===== src/rtl/osca_map.svh =====
`ifndef OSCA_MAP_SVH
`define OSCA_MAP_SVH
// Register word addresses
`define OSCA_ADDR_CTRL      4'h0
`define OSCA_ADDR_THR1      4'h1
`define OSCA_ADDR_THR2      4'h2
`define OSCA_ADDR_MON1      4'h3
`define OSCA_ADDR_MON2      4'h4
`define OSCA_ADDR_CLRSEL    4'h5
`define OSCA_ADDR_STATUS    4'h6
`define OSCA_ADDR_IRQ_EN    4'h7
`define OSCA_ADDR_IRQ_CLR   4'h8
`define OSCA_ADDR_ROUTE     4'h9
// Counting figures
`define OSCA_CNT_MAX        14'h270f
`define OSCA_PRE_LAST       7'h63
`define OSCA_THR_RST        14'h0000
// Clear selector codes
`define OSCA_CLR_NONE       2'h0
`define OSCA_CLR_OUT1       2'h1
`define OSCA_CLR_OUT2       2'h2
// Control register fields
`define OSCA_CTRL_LIN1      0
`define OSCA_CTRL_LIN2      1
`endif


===== src/rtl/osca_pkg.sv =====
package osca_pkg;
  typedef logic [13:0] osca_count_t;
  typedef logic [1:0] osca_clrsel_t;
  typedef logic [3:0] osca_addr_t;
  typedef enum logic [2:0] {
    OSCA_IDLE  = 3'b001,
    OSCA_CLEAR = 3'b010,
    OSCA_DONE  = 3'b100
  } osca_clr_state_t;
endpackage : osca_pkg


===== src/rtl/osca_cnt_if.sv =====
`timescale 1ns/1ns
interface osca_cnt_if;
  import osca_pkg::*;
  logic out_lvl;
  logic linear;
  logic clear;
  osca_count_t thresh;
  osca_count_t count;
  logic alarm;
  logic visible;
  modport ctl (output out_lvl, output linear, output clear, output thresh, input count, input alarm, input visible);
  modport cnt (input out_lvl, input linear, input clear, input thresh, output count, output alarm, output visible);
endinterface : osca_cnt_if


===== src/rtl/osca_top.sv =====
// Decided for this implementation: the register addresses and the address-and-strobe port.
`timescale 1ns/1ns
`include "osca_map.svh"
module osca_top (
  input wire logic mclk_i,
  input wire logic rst_i,
  input wire logic ce_i,
  input wire logic out1_i,
  input wire logic out2_i,
  input wire osca_pkg::osca_addr_t addr_i,
  input wire logic [31:0] wdata_i,
  input wire logic wr_i,
  input wire logic rd_i,
  output logic [31:0] rdata_o,
  output logic aux1_o,
  output logic aux2_o,
  output logic disp_alarm_o,
  output logic irq_o
);
  import osca_pkg::*;
  osca_cnt_if c1 ();
  osca_cnt_if c2 ();
  logic [1:0] ctrl_ff;
  osca_count_t thr1_ff;
  osca_count_t thr2_ff;
  logic [3:0] route_ff;
  logic [1:0] sts_ff;
  logic [1:0] irq_en_ff;
  logic [1:0] alarm_d_ff;
  logic [31:0] rdata_ff;
  logic aux1_ff;
  logic aux2_ff;
  logic disp_ff;
  logic irq_ff;
  logic clr1;
  logic clr2;
  osca_clrsel_t sel;
  logic [31:0] nxt_rdata;
  wire wr_ctrl;
  wire wr_thr1;
  wire wr_thr2;
  wire wr_clrsel;
  wire wr_irq_en;
  wire wr_irq_clr;
  wire wr_route;
  wire [1:0] rise;
  wire [1:0] irq_clr;
  wire [1:0] nxt_sts;
  wire [1:0] alarms;

  // Settings above the monitor range are pulled back to its top
  function automatic osca_count_t clamp_thr(input logic [13:0] d);
    return (d > `OSCA_CNT_MAX) ? `OSCA_CNT_MAX : d;
  endfunction : clamp_thr

  // Write decode
  assign wr_ctrl = wr_i && (addr_i == `OSCA_ADDR_CTRL);
  assign wr_thr1 = wr_i && (addr_i == `OSCA_ADDR_THR1);
  assign wr_thr2 = wr_i && (addr_i == `OSCA_ADDR_THR2);
  assign wr_clrsel = wr_i && (addr_i == `OSCA_ADDR_CLRSEL);
  assign wr_irq_en = wr_i && (addr_i == `OSCA_ADDR_IRQ_EN);
  assign wr_irq_clr = wr_i && (addr_i == `OSCA_ADDR_IRQ_CLR);
  assign wr_route = wr_i && (addr_i == `OSCA_ADDR_ROUTE);

  // Counter channel wiring
  assign c1.out_lvl = out1_i;
  assign c1.linear = ctrl_ff[`OSCA_CTRL_LIN1];
  assign c1.clear = clr1;
  assign c1.thresh = thr1_ff;
  assign c2.out_lvl = out2_i;
  assign c2.linear = ctrl_ff[`OSCA_CTRL_LIN2];
  assign c2.clear = clr2;
  assign c2.thresh = thr2_ff;

  osca_counter u_cnt1 (
    .mclk_i(mclk_i),
    .rst_i(rst_i),
    .ce_i(ce_i),
    .port_c(c1.cnt)
  );
  osca_counter u_cnt2 (
    .mclk_i(mclk_i),
    .rst_i(rst_i),
    .ce_i(ce_i),
    .port_c(c2.cnt)
  );
  osca_clear_seq u_clr (
    .mclk_i(mclk_i),
    .rst_i(rst_i),
    .ce_i(ce_i),
    .wr_i(wr_clrsel),
    .code_i(wdata_i[1:0]),
    .clr1_o(clr1),
    .clr2_o(clr2),
    .sel_o(sel)
  );

  // Alarm rising edges are the interrupt events; set beats clear
  assign alarms = {c2.alarm, c1.alarm};
  assign rise = alarms & ~alarm_d_ff;
  assign irq_clr = wr_irq_clr ? wdata_i[1:0] : 2'h0;
  assign nxt_sts = (sts_ff & ~irq_clr) | rise;

  // Configuration registers
  always_ff @(posedge mclk_i or posedge rst_i) begin
    if (rst_i) begin
      ctrl_ff <= 2'h0;
      thr1_ff <= `OSCA_THR_RST;
      thr2_ff <= `OSCA_THR_RST;
      route_ff <= 4'h0;
      irq_en_ff <= 2'h0;
    end else if (ce_i) begin
      if (wr_ctrl) ctrl_ff <= wdata_i[1:0];
      // Thresholds above 9999 are clamped to the range
      if (wr_thr1) thr1_ff <= clamp_thr(wdata_i[13:0]);
      if (wr_thr2) thr2_ff <= clamp_thr(wdata_i[13:0]);
      if (wr_route) route_ff <= wdata_i[3:0];
      if (wr_irq_en) irq_en_ff <= wdata_i[1:0];
    end
  end

  // Status, routing and interrupt outputs, all registered
  always_ff @(posedge mclk_i or posedge rst_i) begin
    if (rst_i) begin
      sts_ff <= 2'h0;
      alarm_d_ff <= 2'h0;
      aux1_ff <= 1'b0;
      aux2_ff <= 1'b0;
      disp_ff <= 1'b0;
      irq_ff <= 1'b0;
    end else if (ce_i) begin
      sts_ff <= nxt_sts;
      alarm_d_ff <= alarms;
      aux1_ff <= (route_ff[0] & c1.alarm) | (route_ff[1] & c2.alarm);
      aux2_ff <= (route_ff[2] & c1.alarm) | (route_ff[3] & c2.alarm);
      disp_ff <= c1.alarm | c2.alarm;
      irq_ff <= |(nxt_sts & irq_en_ff);
    end
  end

  // Read mux; hidden monitors read as zero, unmapped reads as zero
  always_comb begin
    nxt_rdata = 32'h0000_0000;
    if (addr_i == `OSCA_ADDR_CTRL) begin
      nxt_rdata = {30'h0, ctrl_ff};
    end else if (addr_i == `OSCA_ADDR_THR1) begin
      nxt_rdata = {18'h0, thr1_ff};
    end else if (addr_i == `OSCA_ADDR_THR2) begin
      nxt_rdata = {18'h0, thr2_ff};
    end else if (addr_i == `OSCA_ADDR_MON1) begin
      nxt_rdata = c1.visible ? {18'h0, c1.count} : 32'h0;
    end else if (addr_i == `OSCA_ADDR_MON2) begin
      nxt_rdata = c2.visible ? {18'h0, c2.count} : 32'h0;
    end else if (addr_i == `OSCA_ADDR_CLRSEL) begin
      nxt_rdata = {30'h0, sel};
    end else if (addr_i == `OSCA_ADDR_STATUS) begin
      nxt_rdata = {28'h0, alarms, sts_ff};
    end else if (addr_i == `OSCA_ADDR_IRQ_EN) begin
      nxt_rdata = {30'h0, irq_en_ff};
    end else if (addr_i == `OSCA_ADDR_ROUTE) begin
      nxt_rdata = {28'h0, route_ff};
    end
  end

  always_ff @(posedge mclk_i or posedge rst_i) begin
    if (rst_i) begin
      rdata_ff <= 32'h0000_0000;
    end else if (ce_i) begin
      rdata_ff <= rd_i ? nxt_rdata : 32'h0000_0000;
    end
  end

  assign rdata_o = rdata_ff;
  assign aux1_o = aux1_ff;
  assign aux2_o = aux2_ff;
  assign disp_alarm_o = disp_ff;
  assign irq_o = irq_ff;
endmodule : osca_top


===== src/rtl/osca_counter.sv =====
`timescale 1ns/1ns
`include "osca_map.svh"
module osca_counter (
  input wire logic mclk_i,
  input wire logic rst_i,
  input wire logic ce_i,
  osca_cnt_if.cnt port_c
);
  import osca_pkg::*;
  logic prev_ff;
  logic [6:0] pre_ff;
  osca_count_t cnt_ff;
  logic alarm_ff;
  logic [6:0] nxt_pre;
  osca_count_t nxt_cnt;
  wire edge_seen;
  wire roll;
  // Only switching outputs are counted; linear outputs are ignored
  assign edge_seen = (port_c.out_lvl != prev_ff) && !port_c.linear;
  assign roll = edge_seen && (pre_ff == `OSCA_PRE_LAST);
  // Prescaler and saturating visible count
  assign nxt_pre = port_c.clear ? 7'h00 : roll ? 7'h00 : edge_seen ? pre_ff + 7'h01 : pre_ff;
  assign nxt_cnt = port_c.clear ? `OSCA_THR_RST :
                   (roll && cnt_ff != `OSCA_CNT_MAX) ? cnt_ff + 14'h0001 : cnt_ff;
  always_ff @(posedge mclk_i or posedge rst_i) begin
    if (rst_i) begin
      prev_ff <= 1'b0;
      pre_ff <= 7'h00;
      cnt_ff <= `OSCA_THR_RST;
      alarm_ff <= 1'b0;
    end else if (ce_i) begin
      prev_ff <= port_c.out_lvl;
      pre_ff <= nxt_pre;
      cnt_ff <= nxt_cnt;
      // Zero threshold disables; clear drops the alarm
      alarm_ff <= !port_c.clear && (port_c.thresh != `OSCA_THR_RST) && (nxt_cnt > port_c.thresh);
    end
  end
  assign port_c.count = cnt_ff;
  assign port_c.alarm = alarm_ff;
  assign port_c.visible = (port_c.thresh != `OSCA_THR_RST) && !port_c.linear;
endmodule : osca_counter


===== src/rtl/osca_clear_seq.sv =====
`timescale 1ns/1ns
`include "osca_map.svh"
module osca_clear_seq (
  input wire logic mclk_i,
  input wire logic rst_i,
  input wire logic ce_i,
  input wire logic wr_i,
  input wire osca_pkg::osca_clrsel_t code_i,
  output logic clr1_o,
  output logic clr2_o,
  output osca_pkg::osca_clrsel_t sel_o
);
  import osca_pkg::*;
  osca_clr_state_t st_ff;
  osca_clr_state_t nxt_st;
  osca_clrsel_t sel_ff;
  wire valid_code;
  // Codes above 2 are not accepted
  assign valid_code = (code_i == `OSCA_CLR_OUT1) || (code_i == `OSCA_CLR_OUT2);
  always_comb begin
    nxt_st = st_ff;
    case (st_ff)
      OSCA_IDLE: if (wr_i && valid_code) nxt_st = OSCA_CLEAR;
      OSCA_CLEAR: nxt_st = OSCA_DONE;
      OSCA_DONE: nxt_st = OSCA_IDLE;
      default: nxt_st = OSCA_IDLE;
    endcase
  end
  // Selector holds the code while the clear runs, then returns to zero
  always_ff @(posedge mclk_i or posedge rst_i) begin
    if (rst_i) begin
      st_ff <= OSCA_IDLE;
      sel_ff <= `OSCA_CLR_NONE;
    end else if (ce_i) begin
      st_ff <= nxt_st;
      if (st_ff == OSCA_IDLE && wr_i && valid_code) begin
        sel_ff <= code_i;
      end else if (st_ff == OSCA_DONE) begin
        sel_ff <= `OSCA_CLR_NONE;
      end
    end
  end
  assign clr1_o = (st_ff == OSCA_CLEAR) && (sel_ff == `OSCA_CLR_OUT1);
  assign clr2_o = (st_ff == OSCA_CLEAR) && (sel_ff == `OSCA_CLR_OUT2);
  assign sel_o = sel_ff;
endmodule : osca_clear_seq


===== config.mk =====
export PLATFORM = sky130hd
export DESIGN_NAME = osca_top
export DESIGN_NICKNAME = d
export VERILOG_FILES = /design/src/rtl/osca_pkg.sv /design/src/rtl/osca_cnt_if.sv /design/src/rtl/osca_top.sv /design/src/rtl/osca_counter.sv /design/src/rtl/osca_clear_seq.sv
export VERILOG_INCLUDE_DIRS = /design/src /design/src/rtl
export SDC_FILE = /design/constraint.sdc
export NUM_CORES = 1
export LEC_CHECK = 0
export ABC_CLOCK_PERIOD_IN_PS = 8880
export BUFFER_PORTS_ARGS = -buffer_cell sky130_fd_sc_hd__buf_2
export CAP_MARGIN = 20
export CORE_AREA = 2 2 140 142
export CTS_BUF_LIST = sky130_fd_sc_hd__clkbuf_8
export CTS_CLUSTER_SIZE = 40
export DETAILED_ROUTE_END_ITERATION = 10
export DIE_AREA = 0 0 142 144
export PLACE_DENSITY_LB_ADDON = 0.3
export SYNTH_ARGS = -nofsm -noshare
export SYNTH_HDL_FRONTEND = slang
export SYNTH_SLANG_ARGS = --single-unit

===== constraint.sdc =====
create_clock -name mclk_i -period 8.88 [get_ports mclk_i]
set_clock_uncertainty 0.15 [all_clocks]
set_input_delay 0.888 -clock mclk_i [delete_from_list [all_inputs] [get_ports mclk_i]]
set_output_delay 0.888 -clock mclk_i [all_outputs]
set_load 0.005 [all_outputs]

# After elaboration in Yosys (flattened, before gate mapping)
# Cells that the tools add are included.
totals:
  register_bits: 127
  in_bits: 43
  out_inout_bits: 36
classes:
  magnitude_cmp: 3
  eq_ne: 23
  n_reduce_logical: 45
  bitwise: 13
  mux: 28
  n_addsub: 4
ops:
  columns: ["op", "n"]
  rows:
  - ["2-to-1 mux 14 bit", 12]
  - ["2-to-1 mux 7 bit", 6]
  - ["2-to-1 mux 32 bit", 1]
  - ["adder 14 x 1 -> 14 bit, second input constant", 2]
  - ["> comparator 14 bit", 2]
  - ["!= test 14 bit, second input constant", 2]
  - ["nonzero test 14 bit", 2]
  - ["logical AND 1 bit", 24]
  - ["AND reduction 2 bit", 9]
  - ["equality test 4 x 3 -> 1 bit, second input constant", 4]
  - ["2-to-1 mux 4 bit", 4]
  - ["adder 7 x 1 -> 7 bit, second input constant", 2]
  - ["equality test 7 bit, second input constant", 2]
  - ["> comparator 14 bit, second input constant", 1]
  - ["equality test 4 x 2 -> 1 bit, second input constant", 2]
  - ["equality test 4 bit, second input constant", 2]
  - ["bitwise AND 2 bit", 3]
  - ["2-to-1 mux 2 bit", 3]
  - ["one-hot mux 3 bit (2 select lines)", 1]
  - ["nonzero test 3 bit", 2]
  - ["bitwise AND 1 bit", 4]
  - ["equality test 2 x 1 -> 1 bit, second input constant", 2]
  - ["equality test 2 bit, second input constant", 2]
  - ["equality test 4 x 1 -> 1 bit, second input constant", 1]
  - ["14 further kinds", 21]

# Depth between registers and ports, before layout
# Gate-level depths: netlist (run 1).
logic_depth:
  ltp_word: 11
  depth_mapped: 13
  ltp_nobuf: 12

# By module
# A second synthesis (run 1) with hierarchy kept.
hier_totals:
  cells_unflattened: 890
  area_unflattened_um2: 7688.6
by_module_without_submodules:
  columns: ["mod", "n_inst", "cells_each", "area_each_um2"]
  rows:
  - ["osca_top", 1, 341, 3204.3]
  - ["osca_counter at u_cnt1", 1, 261, 2090.8]
  - ["osca_counter at u_cnt2", 1, 256, 2079.5]
  - ["osca_clear_seq", 1, 32, 314.1]

# Worst setup path before layout (run 1)
# Ideal clock, no wire load.
synth_timing:
  path_kind: "input to register"
  from: "input port out2_i"
  to: "register u_cnt2.alarm_ff (netlist: u_cnt2.port_c.alarm)"
  setup_ns: 0.128
  path_buffers: 1
  stages: 11
  setup_slack_ns: 5.465
  arrival_time_ns: 3.137
  path_cell_list: "xnor2_1 nor3_2 nand3_1 buf_2 or4_1 nand2_1 ha_1 and3_1 a2111oi_0 o21ai_0 a2bb2oi_1"
synth_between:
  elab_chain_cells: 8
synth_lines:
  columns: ["element", "line", "text"]
  rows:
  - ["start: declaration", "osca_top.sv:9", "input wire logic out2_i,"]
  - ["!= test 1 bit", "osca_counter.sv:19", "assign edge_seen = (port_c.out_lvl != prev_ff) && !port_c.linear;"]
  - ["logical AND 1 bit", "osca_counter.sv:19", null]
  - ["logical AND 1 bit", "osca_counter.sv:20", "assign roll = edge_seen && (pre_ff == `OSCA_PRE_LAST);"]
  - ["logical AND 1 bit (no line)", null, null]
  - ["2-to-1 mux 14 bit", "osca_counter.sv:24", "(roll && cnt_ff != `OSCA_CNT_MAX) ? cnt_ff + 14'h0001 : cnt_ff;"]
  - ["2-to-1 mux 14 bit", "osca_counter.sv:23", "assign nxt_cnt = port_c.clear ? `OSCA_THR_RST :"]
  - ["named net u_cnt2.nxt_cnt[9]", "osca_counter.sv:15", "osca_count_t nxt_cnt;"]
  - ["> comparator 14 bit", "osca_counter.sv:36", "alarm_ff <= !port_c.clear && (port_c.thresh != `OSCA_THR_RST) && (nxt_cnt > port_c.thresh);"]
  - ["logical AND 1 bit", "osca_counter.sv:36", null]
  - ["end signal: assignment", "osca_counter.sv:36", null]
  - ["end: declaration", "osca_counter.sv:13", "logic alarm_ff;"]
# The timed path passes the listed nets, and every way through them passes these cells.
# A chain may end at the register's enable or synchronous reset.

# Final worst setup path (run 1)
layout_timing:
  from: "register u_cnt2.pre_ff[0]"
  to: "register u_cnt2.alarm_ff (netlist: u_cnt2.port_c.alarm)"
layout_between:
  elab_chain_cells: 7
layout_lines:
  columns: ["element", "line", "text"]
  rows:
  - ["start: declaration", "osca_counter.sv:11", "logic [6:0] pre_ff;"]
  - ["start signal: assignment", "osca_counter.sv:33", "pre_ff <= nxt_pre;"]
  - ["equality test 7 bit (no line)", null, null]
  - ["logical AND 1 bit", "osca_counter.sv:20", null]
  - ["logical AND 1 bit (no line)", null, null]
  - ["2-to-1 mux 14 bit", "osca_counter.sv:24", null]
  - ["2-to-1 mux 14 bit", "osca_counter.sv:23", null]
  - ["named net u_cnt2.nxt_cnt[9]", "osca_counter.sv:15", null]
  - ["> comparator 14 bit", "osca_counter.sv:36", null]
  - ["logical AND 1 bit", "osca_counter.sv:36", null]
# The timed path passes the listed nets, and every way through them passes these cells.

==> impl_metrics.py, run 1 <==
metrics = {
    "outcome": {
        "status": "finished, final reports clean",
    },
    "synthesis": {
        "synth_cells": 812,
        "ys_types": 68,
        "async_flop_share_pct": 100,
        "synthDominantCellAreaShare_pct": 38.2,
        "ys_top_cells_by_area": "dfrtp_1 38%, ha_1 5.8%, o21ai_0 5.2%, nand2_1 4.7%, mux2_2 2.7%",
        "syn-cell-area_sq_um": 7080,
        "ys_ff_latch": 109,
        "synth_top_flop_cell": "dfrtp_1",
        "avgSynthCellArea_sq_um": 8.72,
        "synth_edf_count": 0,
        "synth_largest_area_cell": "dfrtp_1",
        "seq_area_frac_synth_pct": 38.5,
        "ys.warnings.count": 0,
    },
    "global_route": {
        "grt_max_degree": 59,
        "grt_usage_pct": 19.8,
        "antenna_found_initial": 0,
        "grt_pass1_wl_um": 31700,
        "overflow": 0,
        "grt_pass1_vias": 5701,
    },
    "sta": {
        "hold_viol": 0,
        "maxSlewHeadroom_pct": 30.9,
        "setup_viol_count_final": 0,
        "timing.hold.ws_ns": 0.339,
        "fin_crit_sh_pct": 45.9,
        "rsz0062_at_grt": "no",
        "worst_pin_slew_ns": 1.03,
        "fmax_ghz": 0.246,
        "fin_crit_ns": 4.07,
        "slew_violations": 0,
        "fin_setup_tns_ns": 0,
    },
    "clocking": {
        "numClockSinks": 109,
        "postCtsSetupRepairBufs": 0,
        "cts_tree": "built",
        "cts_buffers": 9,
        "cts.clk_slew.worst_paths_ns": 0.11,
        "postCtsHoldBufs": 0,
        "ctsResizeCount": 0,
        "root_buffer": "clkbuf_8",
        "clk_latency_ns": 0.39,
        "htreeDepth": 3,
        "cts_buffer_depth": 2,
    },
    "finish": {
        "fin_util_pct": 39.5,
        "multi_input_area_sq_um": 3950,
        "regArea_sq_um": 2730,
        "layout-drive-gt1-share_pct": 11.1,
        "nets": 897,
        "area_delta_synth_final_pct": 6.43,
        "stdcell_area_sq_um": 7540,
        "n_antenna_cell": 0,
        "fill_cells": 1978,
        "final_common_cell": "dfrtp_1",
        "mostFrequentLayoutCells": "108 x dfrtp_1, 89 x nand2_1, 73 x o21ai_0, 48 x nor2_1, 42 x buf_2",
    },
    "die": {
        "die_area_sq_um": 20400,
        "fp-row-count": 51,
        "die_w_um": 142,
        "start_util_pct": 37.1,
        "core_sq_um": 19100,
        "ioPinCount": 79,
        "die_h_um": 144,
    },
    "worst_setup_path": {
        "cp.required_ns": 9.00,
        "path_cells": "ha_1, nand2b_4, nor4_4, nand3_1, or4_1, nand2_1, ha_1, and3_1, a2111oi_0, o21ai_0, a2bb2oi_1",
        "startpoint": "u_cnt2.pre_ff[0]$_DFFE_PP0P_",
        "crit_type": "flip-flop to flip-flop",
        "critPathArrivalTime_ns": 4.20,
        "rrSetupSlack_ns": 4.81,
        "end_kind": "flip-flop",
        "worstSetupEndpoint": "u_cnt2.port_c.alarm$_DFFE_PP0P_",
        "cpMaxStageDelayCell": "nor4_4",
        "crit_top_cell": "ha_1",
        "critPathLaunchType": "flip-flop",
        "critPathMaxStageDelay_ns": 0.62,
        "reg2reg_from": "u_cnt2.pre_ff[0]$_DFFE_PP0P_",
        "ff2ff_path_depth": 11,
        "worstReg2RegEnd": "u_cnt2.port_c.alarm$_DFFE_PP0P_",
        "cp_max_fo": 16,
    },
    "min_path": {
        "hold_class": "flip-flop to flip-flop",
        "hp-start": "u_cnt1.pre_ff[6]$_DFFE_PP0P_",
    },
    "power_and_ir_drop": {
        "ir_drop_mv": 0.0768,
        "powerDensity_nw_per_um2": 155,
        "p_total_w": 0.00117,
        "p_leak_nw": 3.32,
    },
    "job": {
        "cap_violations": 0,
    },
    "drt": {
        "final_antenna_net_count": 0,
        "drt_iter0_markers": 710,
        "vias": 6195,
        "first_pass_iters": 5,
        "post_drt_wl_per_cell_um": 18.6,
        "drc": 0,
        "wl_um": 19800,
        "via_per_inst": 5.82,
    },
    "placement": {
        "place_hpwl_um": 14300,
        "port_buffers": 42,
        "place_congestion": 0.859,
        "place_area_sq_um": 7360,
    },
}
## power by group
group          internal, W  switching (W)  total [W]
clock             0.000110       0.000182   0.000292
sequential        0.000559      0.0000762   0.000635
combinational     0.000104       0.000136   0.000239
total             0.000772       0.000394    0.00117
## per-layer routing
| metal | share of wire (%) | GRT usage (%) | routed length [um] | up-vias |
|---|---|---|---|---|
| met5 | 0 | 0 | 0 | - |
| met4 | 2.0 | 5.53 | 389 | 0 |
| met3 | 4.3 | 2.58 | 852 | 29 |
| met2 | 45 | 30.8 | 8870 | 159 |
| met1 | 49 | 29.1 | 9650 | 3012 |
| li1 | - | - | - | 2995 |
## metrics by stage
| step | instances | setup WS, ns |
|---|---|---|
| 2_1_floorplan | 829 | 4.97 |
| 3_3_place_gp | 1048 | 4.85 |
| 3_5_place_dp | 1048 | 4.82 |
| 4_1_cts | 1064 | 4.82 |
| 5_1_grt | 1064 | 4.35 |
| 6_report | 1064 | 4.81 |
## Yosys cell counts (16+ instances only)
library cell and number:
mux2_2 17, clkbuf_1 32, nand4_1 27, nand2_1 89, nor2b_1 16, ha_1 33, dfrtp_1 108, o21ai_0 73
nor2_1 48, nand3_1 32, inv_1 37, or4_1 16, a21oi_1 34, buf_4 18
## area by class of cell
cell class | count | share of cell area, %
Multi-Input combinational cell | 618 | 52.4
Sequential cell | 109 | 36.2
Tap cell | 238 | 3.95
Timing Repair Buffer | 46 | 3.19
Inverter | 37 | 1.88
Clock buffer | 10 | 1.83
Clock inverter | 6 | 0.548
## registers in the layout (all words and copies together), names as in the netlist, 2 cells and up
register and cells:
alarm_d_ff 2, c1.thresh 14, c2.thresh 14, ctrl_ff 2, irq_en_ff 2, rdata_o 14
route_ff 4, sts_ff 2, u_clr.sel_o 2, u_clr.st_ff 3, u_cnt1.port_c.count 14, u_cnt1.pre_ff 7
u_cnt2.port_c.count 14, u_cnt2.pre_ff 7
## cells by family after synthesis
logic type | Yosys count | synth area share [%]
xor gates and xnor gates | 14 | 1.73
AOI/OAI and AO/OA | 212 | 19.4
DFF | 109 | 38.5
muxes | 22 | 3.41
buffers and inverters | 102 | 6.59
adders and majority gates | 33 | 5.83
and+or+nand+nor | 319 | 24.4
other | 1 | 0.0529
## critical path: cells and delay by family (launching register included)
kind / cells / cell delay (ns)
compound gates: 3 / 0.80
flops: 1 / 0.39
simple gates: 6 / 2.12
fa+ha+maj: 2 / 0.48
## worst min path at each step
stage,end,slack (ns),depth (start not counted)
6_report,u_cnt1.pre_ff[6]$_DFFE_PP0P_,0.34,1
5_1_grt,u_cnt1.pre_ff[6]$_DFFE_PP0P_,0.36,1
4_1_cts,u_cnt1.pre_ff[6]$_DFFE_PP0P_,0.34,1
3_5_place_dp,rdata_o[9]$_DFFE_PP0P_,0.32,1
3_3_place_gp,rdata_o[6]$_DFFE_PP0P_,0.32,1
2_1_floorplan,u_cnt1.pre_ff[6]$_DFFE_PP0P_,0.30,1
No activity file was read; power rests on OpenSTA's default activity.
==> run 2, diff against run 1 <==
--- a/config.mk
+++ b/config.mk
@@ -6,7 +6,7 @@
 export SDC_FILE = /design/constraint.sdc
 export NUM_CORES = 1
 export LEC_CHECK = 0
-export ABC_CLOCK_PERIOD_IN_PS = 8880
+export ABC_CLOCK_PERIOD_IN_PS = 3550
 export BUFFER_PORTS_ARGS = -buffer_cell sky130_fd_sc_hd__buf_2
 export CAP_MARGIN = 20
 export CORE_AREA = 2 2 140 142
==> constraint.sdc (replaced) <==
create_clock -name mclk_i -period 3.55 [get_ports mclk_i]
set_clock_uncertainty 0.15 [all_clocks]
set_input_delay 0.355 -clock mclk_i [delete_from_list [all_inputs] [get_ports mclk_i]]
set_output_delay 0.355 -clock mclk_i [all_outputs]
set_load 0.005 [all_outputs]
==> run 2 against run 1 <==
Die area unchanged. Global-route usage increased by 0.45 points. Total power increased to 2.6 times the previous value. Core utilization increased by 1.2 points. Wire length increased by 0.94%. Fmax increased by 25%. Cell count increased by 2.3%.
==> impl_metrics.py, run 2 (synthesized netlist as in run 1, its figures left out) <==
metrics = {
    "outcome": {
        "status": "finished, final reports clean",
    },
    "finish": {
        "layout-drive-gt1-share_pct": 13.7,
        "area_delta_synth_final_pct": 9.72,
        "multi_input_area_sq_um": 3950,
        "nets": 922,
        "regArea_sq_um": 2730,
        "mostFrequentLayoutCells": "108 x dfrtp_1, 89 x nand2_1, 73 x o21ai_0, 48 x nor2_1, 42 x buf_2",
        "n_antenna_cell": 0,
        "stdcell_area_sq_um": 7770,
        "final_common_cell": "dfrtp_1",
        "fill_cells": 1922,
        "fin_util_pct": 40.7,
    },
    "power_and_ir_drop": {
        "power_frac_seq_pct": 52.2,
        "p_total_w": 0.00303,
        "ir_drop_mv": 0.203,
        "powerDensity_nw_per_um2": 389,
        "swShare_pct": 33.2,
        "p_leak_nw": 3.46,
        "p_sw_w": 0.00100,
        "p_comb_share_pct": 20.4,
        "clkPwrFrac_pct": 27.4,
        "p_int_w": 0.00202,
    },
    "die": {
        "ioPinCount": 79,
        "fp-row-count": 51,
        "die_area_sq_um": 20400,
        "die_h_um": 144,
        "start_util_pct": 37.1,
        "die_w_um": 142,
        "core_sq_um": 19100,
    },
    "placement": {
        "place_area_sq_um": 7550,
        "place_congestion": 0.864,
        "port_buffers": 42,
        "place_hpwl_um": 14800,
    },
    "worst_setup_path": {
        "critPathArrivalTime_ns": 3.41,
        "ff2ff_path_depth": 11,
        "cp_max_fo": 6,
        "cp.required_ns": 3.69,
        "worstSetupEndpoint": "u_cnt2.port_c.alarm$_DFFE_PP0P_",
        "crit_type": "flip-flop to flip-flop",
        "startpoint": "u_cnt2.port_c.count[0]$_DFFE_PP0P_",
        "critPathLaunchType": "flip-flop",
        "worstReg2RegEnd": "u_cnt2.port_c.alarm$_DFFE_PP0P_",
        "reg2reg_from": "u_cnt2.port_c.count[0]$_DFFE_PP0P_",
        "rrSetupSlack_ns": 0.28,
        "end_kind": "flip-flop",
    },
    "sta": {
        "worst_pin_slew_ns": 0.790,
        "slew_violations": 0,
        "fin_crit_ns": 3.27,
        "hold_viol": 0,
        "fmax_ghz": 0.306,
        "maxSlewHeadroom_pct": 47.2,
        "fin_setup_tns_ns": 0,
        "timing.hold.ws_ns": 0.0502,
        "fin_crit_sh_pct": 92.1,
        "rsz0062_at_grt": "no",
        "setup_viol_count_final": 0,
    },
    "global_route": {
        "overflow": 0,
        "grt_pass1_wl_um": 32200,
        "grt_max_degree": 63,
        "grt_pass1_vias": 5718,
        "grt_usage_pct": 20.3,
        "antenna_found_initial": 0,
    },
    "drt": {
        "drt_iter0_markers": 530,
        "drc": 0,
        "first_pass_iters": 5,
        "wl_um": 20000,
        "final_antenna_net_count": 0,
        "vias": 6221,
        "post_drt_wl_per_cell_um": 18.3,
        "via_per_inst": 5.71,
    },
    "clocking": {
        "clk_latency_ns": 0.40,
        "cts.clk_slew.worst_paths_ns": 0.11,
        "numClockSinks": 109,
        "cts_buffer_depth": 2,
        "postCtsSetupRepairBufs": 0,
        "cts_buffers": 9,
        "htreeDepth": 3,
        "root_buffer": "clkbuf_8",
        "cts_tree": "built",
    },
    "job": {
        "cap_violations": 0,
    },
    "min_path": {
        "hold_class": "primary input to flip-flop",
    },
}
==> run 2: cell types whose count changed in the layout (fill, tap and decap cells not counted), sizes merged <==
cell / delta
bufinv: +1
buf: +24
clkinv: -3
inv: +2
dlygate4sd3: +1
==> run 2: worst min-delay path by stage <==
stage / from / end / cells past startpoint
final: wdata_i[3] / route_ff[3]$_DFFE_PP0P_ / 2
after global routing: wdata_i[3] / route_ff[3]$_DFFE_PP0P_ / 2
after CTS: wdata_i[3] / route_ff[3]$_DFFE_PP0P_ / 2
after detailed placement: rdata_o[13]$_DFFE_PP0P_ / rdata_o[13]$_DFFE_PP0P_ / 1
after global placement: rdata_o[5]$_DFFE_PP0P_ / rdata_o[5]$_DFFE_PP0P_ / 1
after floorplan: u_cnt1.pre_ff[6]$_DFFE_PP0P_ / u_cnt1.pre_ff[6]$_DFFE_PP0P_ / 1
==> run 2: critical path: stages (launching register included) <==
cell and delay [ns]:
dfrtp_1 0.49, ha_1 0.25, and2_1 0.17, nand4_1 0.09
nand3_1 0.21, or4_1 0.51, nand2_1 0.12, ha_1 0.25
and3_1 0.21, a2111oi_1 0.37, o21ai_0 0.17, a2bb2oi_1 0.16
==> run 2: cell type report <==
class / instances / share of cell area, %
Timing Repair Buffer: 71 / 5.70
Tap cell: 238 / 3.83
Multi-Input combinational cell: 618 / 50.9
Clock buffer: 10 / 1.77
Clock inverter: 6 / 0.902
Sequential cell: 109 / 35.1
Inverter: 37 / 1.82
==> run 2: repair_timing <==
item	CTS	global route
endpoints found under the setup margin	0	1
gates resized for setup	0	1
hold endpoints to repair	47	0
hold buffers	1	0
==> run 2: per-layer routing <==
metal  wire length, um  vias to the layer above  GRT usage (%)
li1                  -                     3026              -
met1              9610                     2997           30.0
met2              8870                      168           30.7
met3               949                       30           2.22
met4               528                        0           7.47
met5                 0                        -              0
==> run 2: power by group through the flow <==
stage / sequential (W) / clock [W] / combinational, W
final: 0.00158 / 0.000829 / 0.000617
after global routing: 0.00161 / 0.000886 / 0.000713
after CTS: 0.00158 / 0.000847 / 0.000624
after detailed placement: 0.00160 / 0 / 0.000620
after global placement: 0.00160 / 0 / 0.000610
after floorplan: 0.00154 / 0 / 0.000474
==> run 2: metrics by stage <==
step | std cells | setup WS, ns
global route | 1089 | 0.00186
finish | 1089 | 0.281
CTS | 1089 | 0.244
detailed placement | 1072 | 0.282
global placement | 1072 | 0.296
floorplan | 829 | 0.173
==> run 3, diff against run 2 <==
--- a/config.mk
+++ b/config.mk
@@ -6,7 +6,7 @@
 export SDC_FILE = /design/constraint.sdc
 export NUM_CORES = 1
 export LEC_CHECK = 0
-export ABC_CLOCK_PERIOD_IN_PS = 3550
+export ABC_CLOCK_PERIOD_IN_PS = 4000
 export BUFFER_PORTS_ARGS = -buffer_cell sky130_fd_sc_hd__buf_2
 export CAP_MARGIN = 20
 export CORE_AREA = 2 2 140 142
==> constraint.sdc (replaced) <==
create_clock -name mclk_i -period 4 [get_ports mclk_i]
set_clock_uncertainty 0.15 [all_clocks]
set_input_delay 0.4 -clock mclk_i [delete_from_list [all_inputs] [get_ports mclk_i]]
set_output_delay 0.4 -clock mclk_i [all_outputs]
set_load 0.005 [all_outputs]
==> run 3 against run 2 <==
Sequential power shrank 11%. Critical endpoint unchanged. Highest routed layer unchanged. Flip-flop and latch count did not move. Total power fell by 9.2%. Worst setup slack better by 0.32 ns. Count of clock-buffer cells in the layout unchanged. Fmax down 3.7%. First-iteration DRC count is 12% higher.
==> impl_metrics.py, run 3 (synthesized netlist as in run 1, its figures left out) <==
metrics = {
    "outcome": {
        "status": "finished, final reports clean",
    },
    "drt": {
        "first_pass_iters": 5,
        "vias": 6231,
        "via_per_inst": 5.79,
        "drc": 0,
        "post_drt_wl_per_cell_um": 18.5,
        "wl_um": 19900,
        "final_antenna_net_count": 0,
        "drt_iter0_markers": 596,
    },
    "min_path": {
        "hold_class": "primary input to flip-flop",
        "whs_path_depth": 2,
        "hp-start": "wdata_i[3]",
    },
    "clocking": {
        "root_buffer": "clkbuf_8",
        "ctsResizeCount": 0,
        "cts_tree": "built",
        "postCtsSetupRepairBufs": 0,
        "cts_buffers": 9,
        "htreeDepth": 3,
        "clk_latency_ns": 0.40,
        "cts.clk_slew.worst_paths_ns": 0.11,
        "numClockSinks": 109,
        "cts_buffer_depth": 2,
    },
    "die": {
        "core_sq_um": 19100,
        "die_area_sq_um": 20400,
        "fp-row-count": 51,
        "die_h_um": 144,
        "die_w_um": 142,
        "start_util_pct": 37.1,
        "ioPinCount": 79,
    },
    "placement": {
        "place_congestion": 0.879,
        "port_buffers": 42,
        "place_hpwl_um": 14600,
        "placed_cells": 1060,
    },
    "worst_setup_path": {
        "cpMaxStageDelayCell": "dfrtp_1",
        "crit_type": "flip-flop to flip-flop",
        "ff2ff_path_depth": 13,
        "reg2reg_from": "u_cnt2.port_c.count[0]$_DFFE_PP0P_",
        "cp_max_fo": 7,
        "crit_top_cell": "ha_1",
        "worstSetupPathDepth": 13,
        "critPathLaunchType": "flip-flop",
        "critPathMaxStageDelay_ns": 0.49,
        "path_cells": "ha_1, and2_1, nand4_1, buf_4, nand3_1, or4_1, nand2_1, ha_1, a21o_1, a211o_1, a31oi_1, o21ai_0, a2bb2oi_1",
        "cp.required_ns": 4.14,
        "end_kind": "flip-flop",
        "critPathArrivalTime_ns": 3.54,
        "startpoint": "u_cnt2.port_c.count[0]$_DFFE_PP0P_",
        "cp_num_buf_inv": 1,
        "critical_path.top_delay_family": "simple AND/OR/NAND/NOR gates",
    },
    "power_and_ir_drop": {
        "ir_drop_mv": 0.237,
        "p_leak_nw": 3.41,
        "powerDensity_nw_per_um2": 357,
    },
    "finish": {
        "final_common_cell": "dfrtp_1",
        "mostFrequentLayoutCells": "108 x dfrtp_1, 89 x nand2_1, 73 x o21ai_0, 48 x nor2_1, 42 x buf_2",
        "layout-drive-gt1-share_pct": 12.6,
        "nets": 910,
        "area_delta_synth_final_pct": 8.73,
        "n_antenna_cell": 0,
        "instances_no_fill": 1077,
    },
    "global_route": {
        "grt_pass1_wl_um": 31900,
        "antenna_found_initial": 0,
        "grt_pass1_vias": 5806,
        "grt_usage_pct": 20.2,
        "grt_max_degree": 63,
        "overflow": 0,
    },
    "sta": {
        "rsz0062_at_grt": "no",
        "hold_viol": 0,
        "slew_violations": 0,
        "setup_viol_count_final": 0,
        "maxSlewHeadroom_pct": 37.9,
        "fmax_ghz": 0.295,
        "fin_crit_sh_pct": 84.9,
        "worst_pin_slew_ns": 0.932,
        "fin_setup_tns_ns": 0,
        "fin_crit_ns": 3.39,
    },
    "job": {
        "cap_violations": 0,
    },
}
==> run 3: cell types whose count changed in the layout (fill, tap and decap cells not counted) <==
cell	delta
inv_8	-1
clkinvlp_4	-1
a2111oi_1	-1
inv_1	-1
bufinv_16	+1
a2111oi_0	+1
clkinv_2	+1
buf_4	-12
inv_6	+1
==> run 3: cell type report <==
| cell class | count | area, sq um |
|---|---|---|
| inverter | 37 | 141 |
| clock buffer | 10 | 138 |
| multi-input combinational | 618 | 3950 |
| timing repair buffer | 59 | 353 |
| sequential | 109 | 2730 |
| tap | 238 | 298 |
| clock inverter | 6 | 91.3 |
| fill | 1943 | 11400 |
==> run 3: metrics by stage <==
| stage | utilization (%) | hold slack [ns] | setup slack [ns] | cell area (sq um) | total power [W] |
|---|---|---|---|---|---|
| 3_3_place_gp | 39.1 | 0.320 | 0.653 | 7460 | 0.00196 |
| 6_report | 40.4 | 0.0889 | 0.605 | 7700 | 0.00275 |
| 3_5_place_dp | 39.1 | 0.320 | 0.651 | 7460 | 0.00197 |
| 5_1_grt | 40.4 | 0.0768 | 0.363 | 7700 | 0.00292 |
| 4_1_cts | 40.4 | 0.0700 | 0.619 | 7700 | 0.00277 |
| 2_1_floorplan | - | 0.295 | 0.578 | 7150 | 0.00178 |
==> run 3: metal layers <==
| metal | part of all wire, % | up-vias | track usage (%) |
|---|---|---|---|
| met5 | 0 | - | 0 |
| met4 | 3.0 | 0 | 8.16 |
| met3 | 6.7 | 33 | 4.30 |
| met2 | 45 | 197 | 31.0 |
| met1 | 46 | 2993 | 27.9 |
| li1 | - | 3008 | - |
==> run 3: final timing paths <==
check,to,slack [ns]
min reg2reg,u_cnt1.pre_ff[6]$_DFFE_PP0P_,0.34
min in group asynchronous,u_cnt1.port_c.count[8]$_DFFE_PP0P_,0.48
max reg2reg,u_cnt2.port_c.alarm$_DFFE_PP0P_,0.61
min,route_ff[3]$_DFFE_PP0P_,0.09
max in group asynchronous,u_clr.st_ff[0]$_DFFE_PP1P_,2.40
max,u_cnt2.port_c.alarm$_DFFE_PP0P_,0.61
==> run 3: where the power goes <==
group	internal, W	switching (W)	total, W
Sequential	0.00124	0.000168	0.00141
Clock	0.000376	0.000416	0.000792
Combinational	0.000236	0.000310	0.000547
Total	0.00185	0.000895	0.00275
==> run 3: timing repair <==
item / CTS / global route
hold buffers: 1 / 0
hold endpoints to repair: 47 / 0
endpoints found under the setup margin: 0 / 0
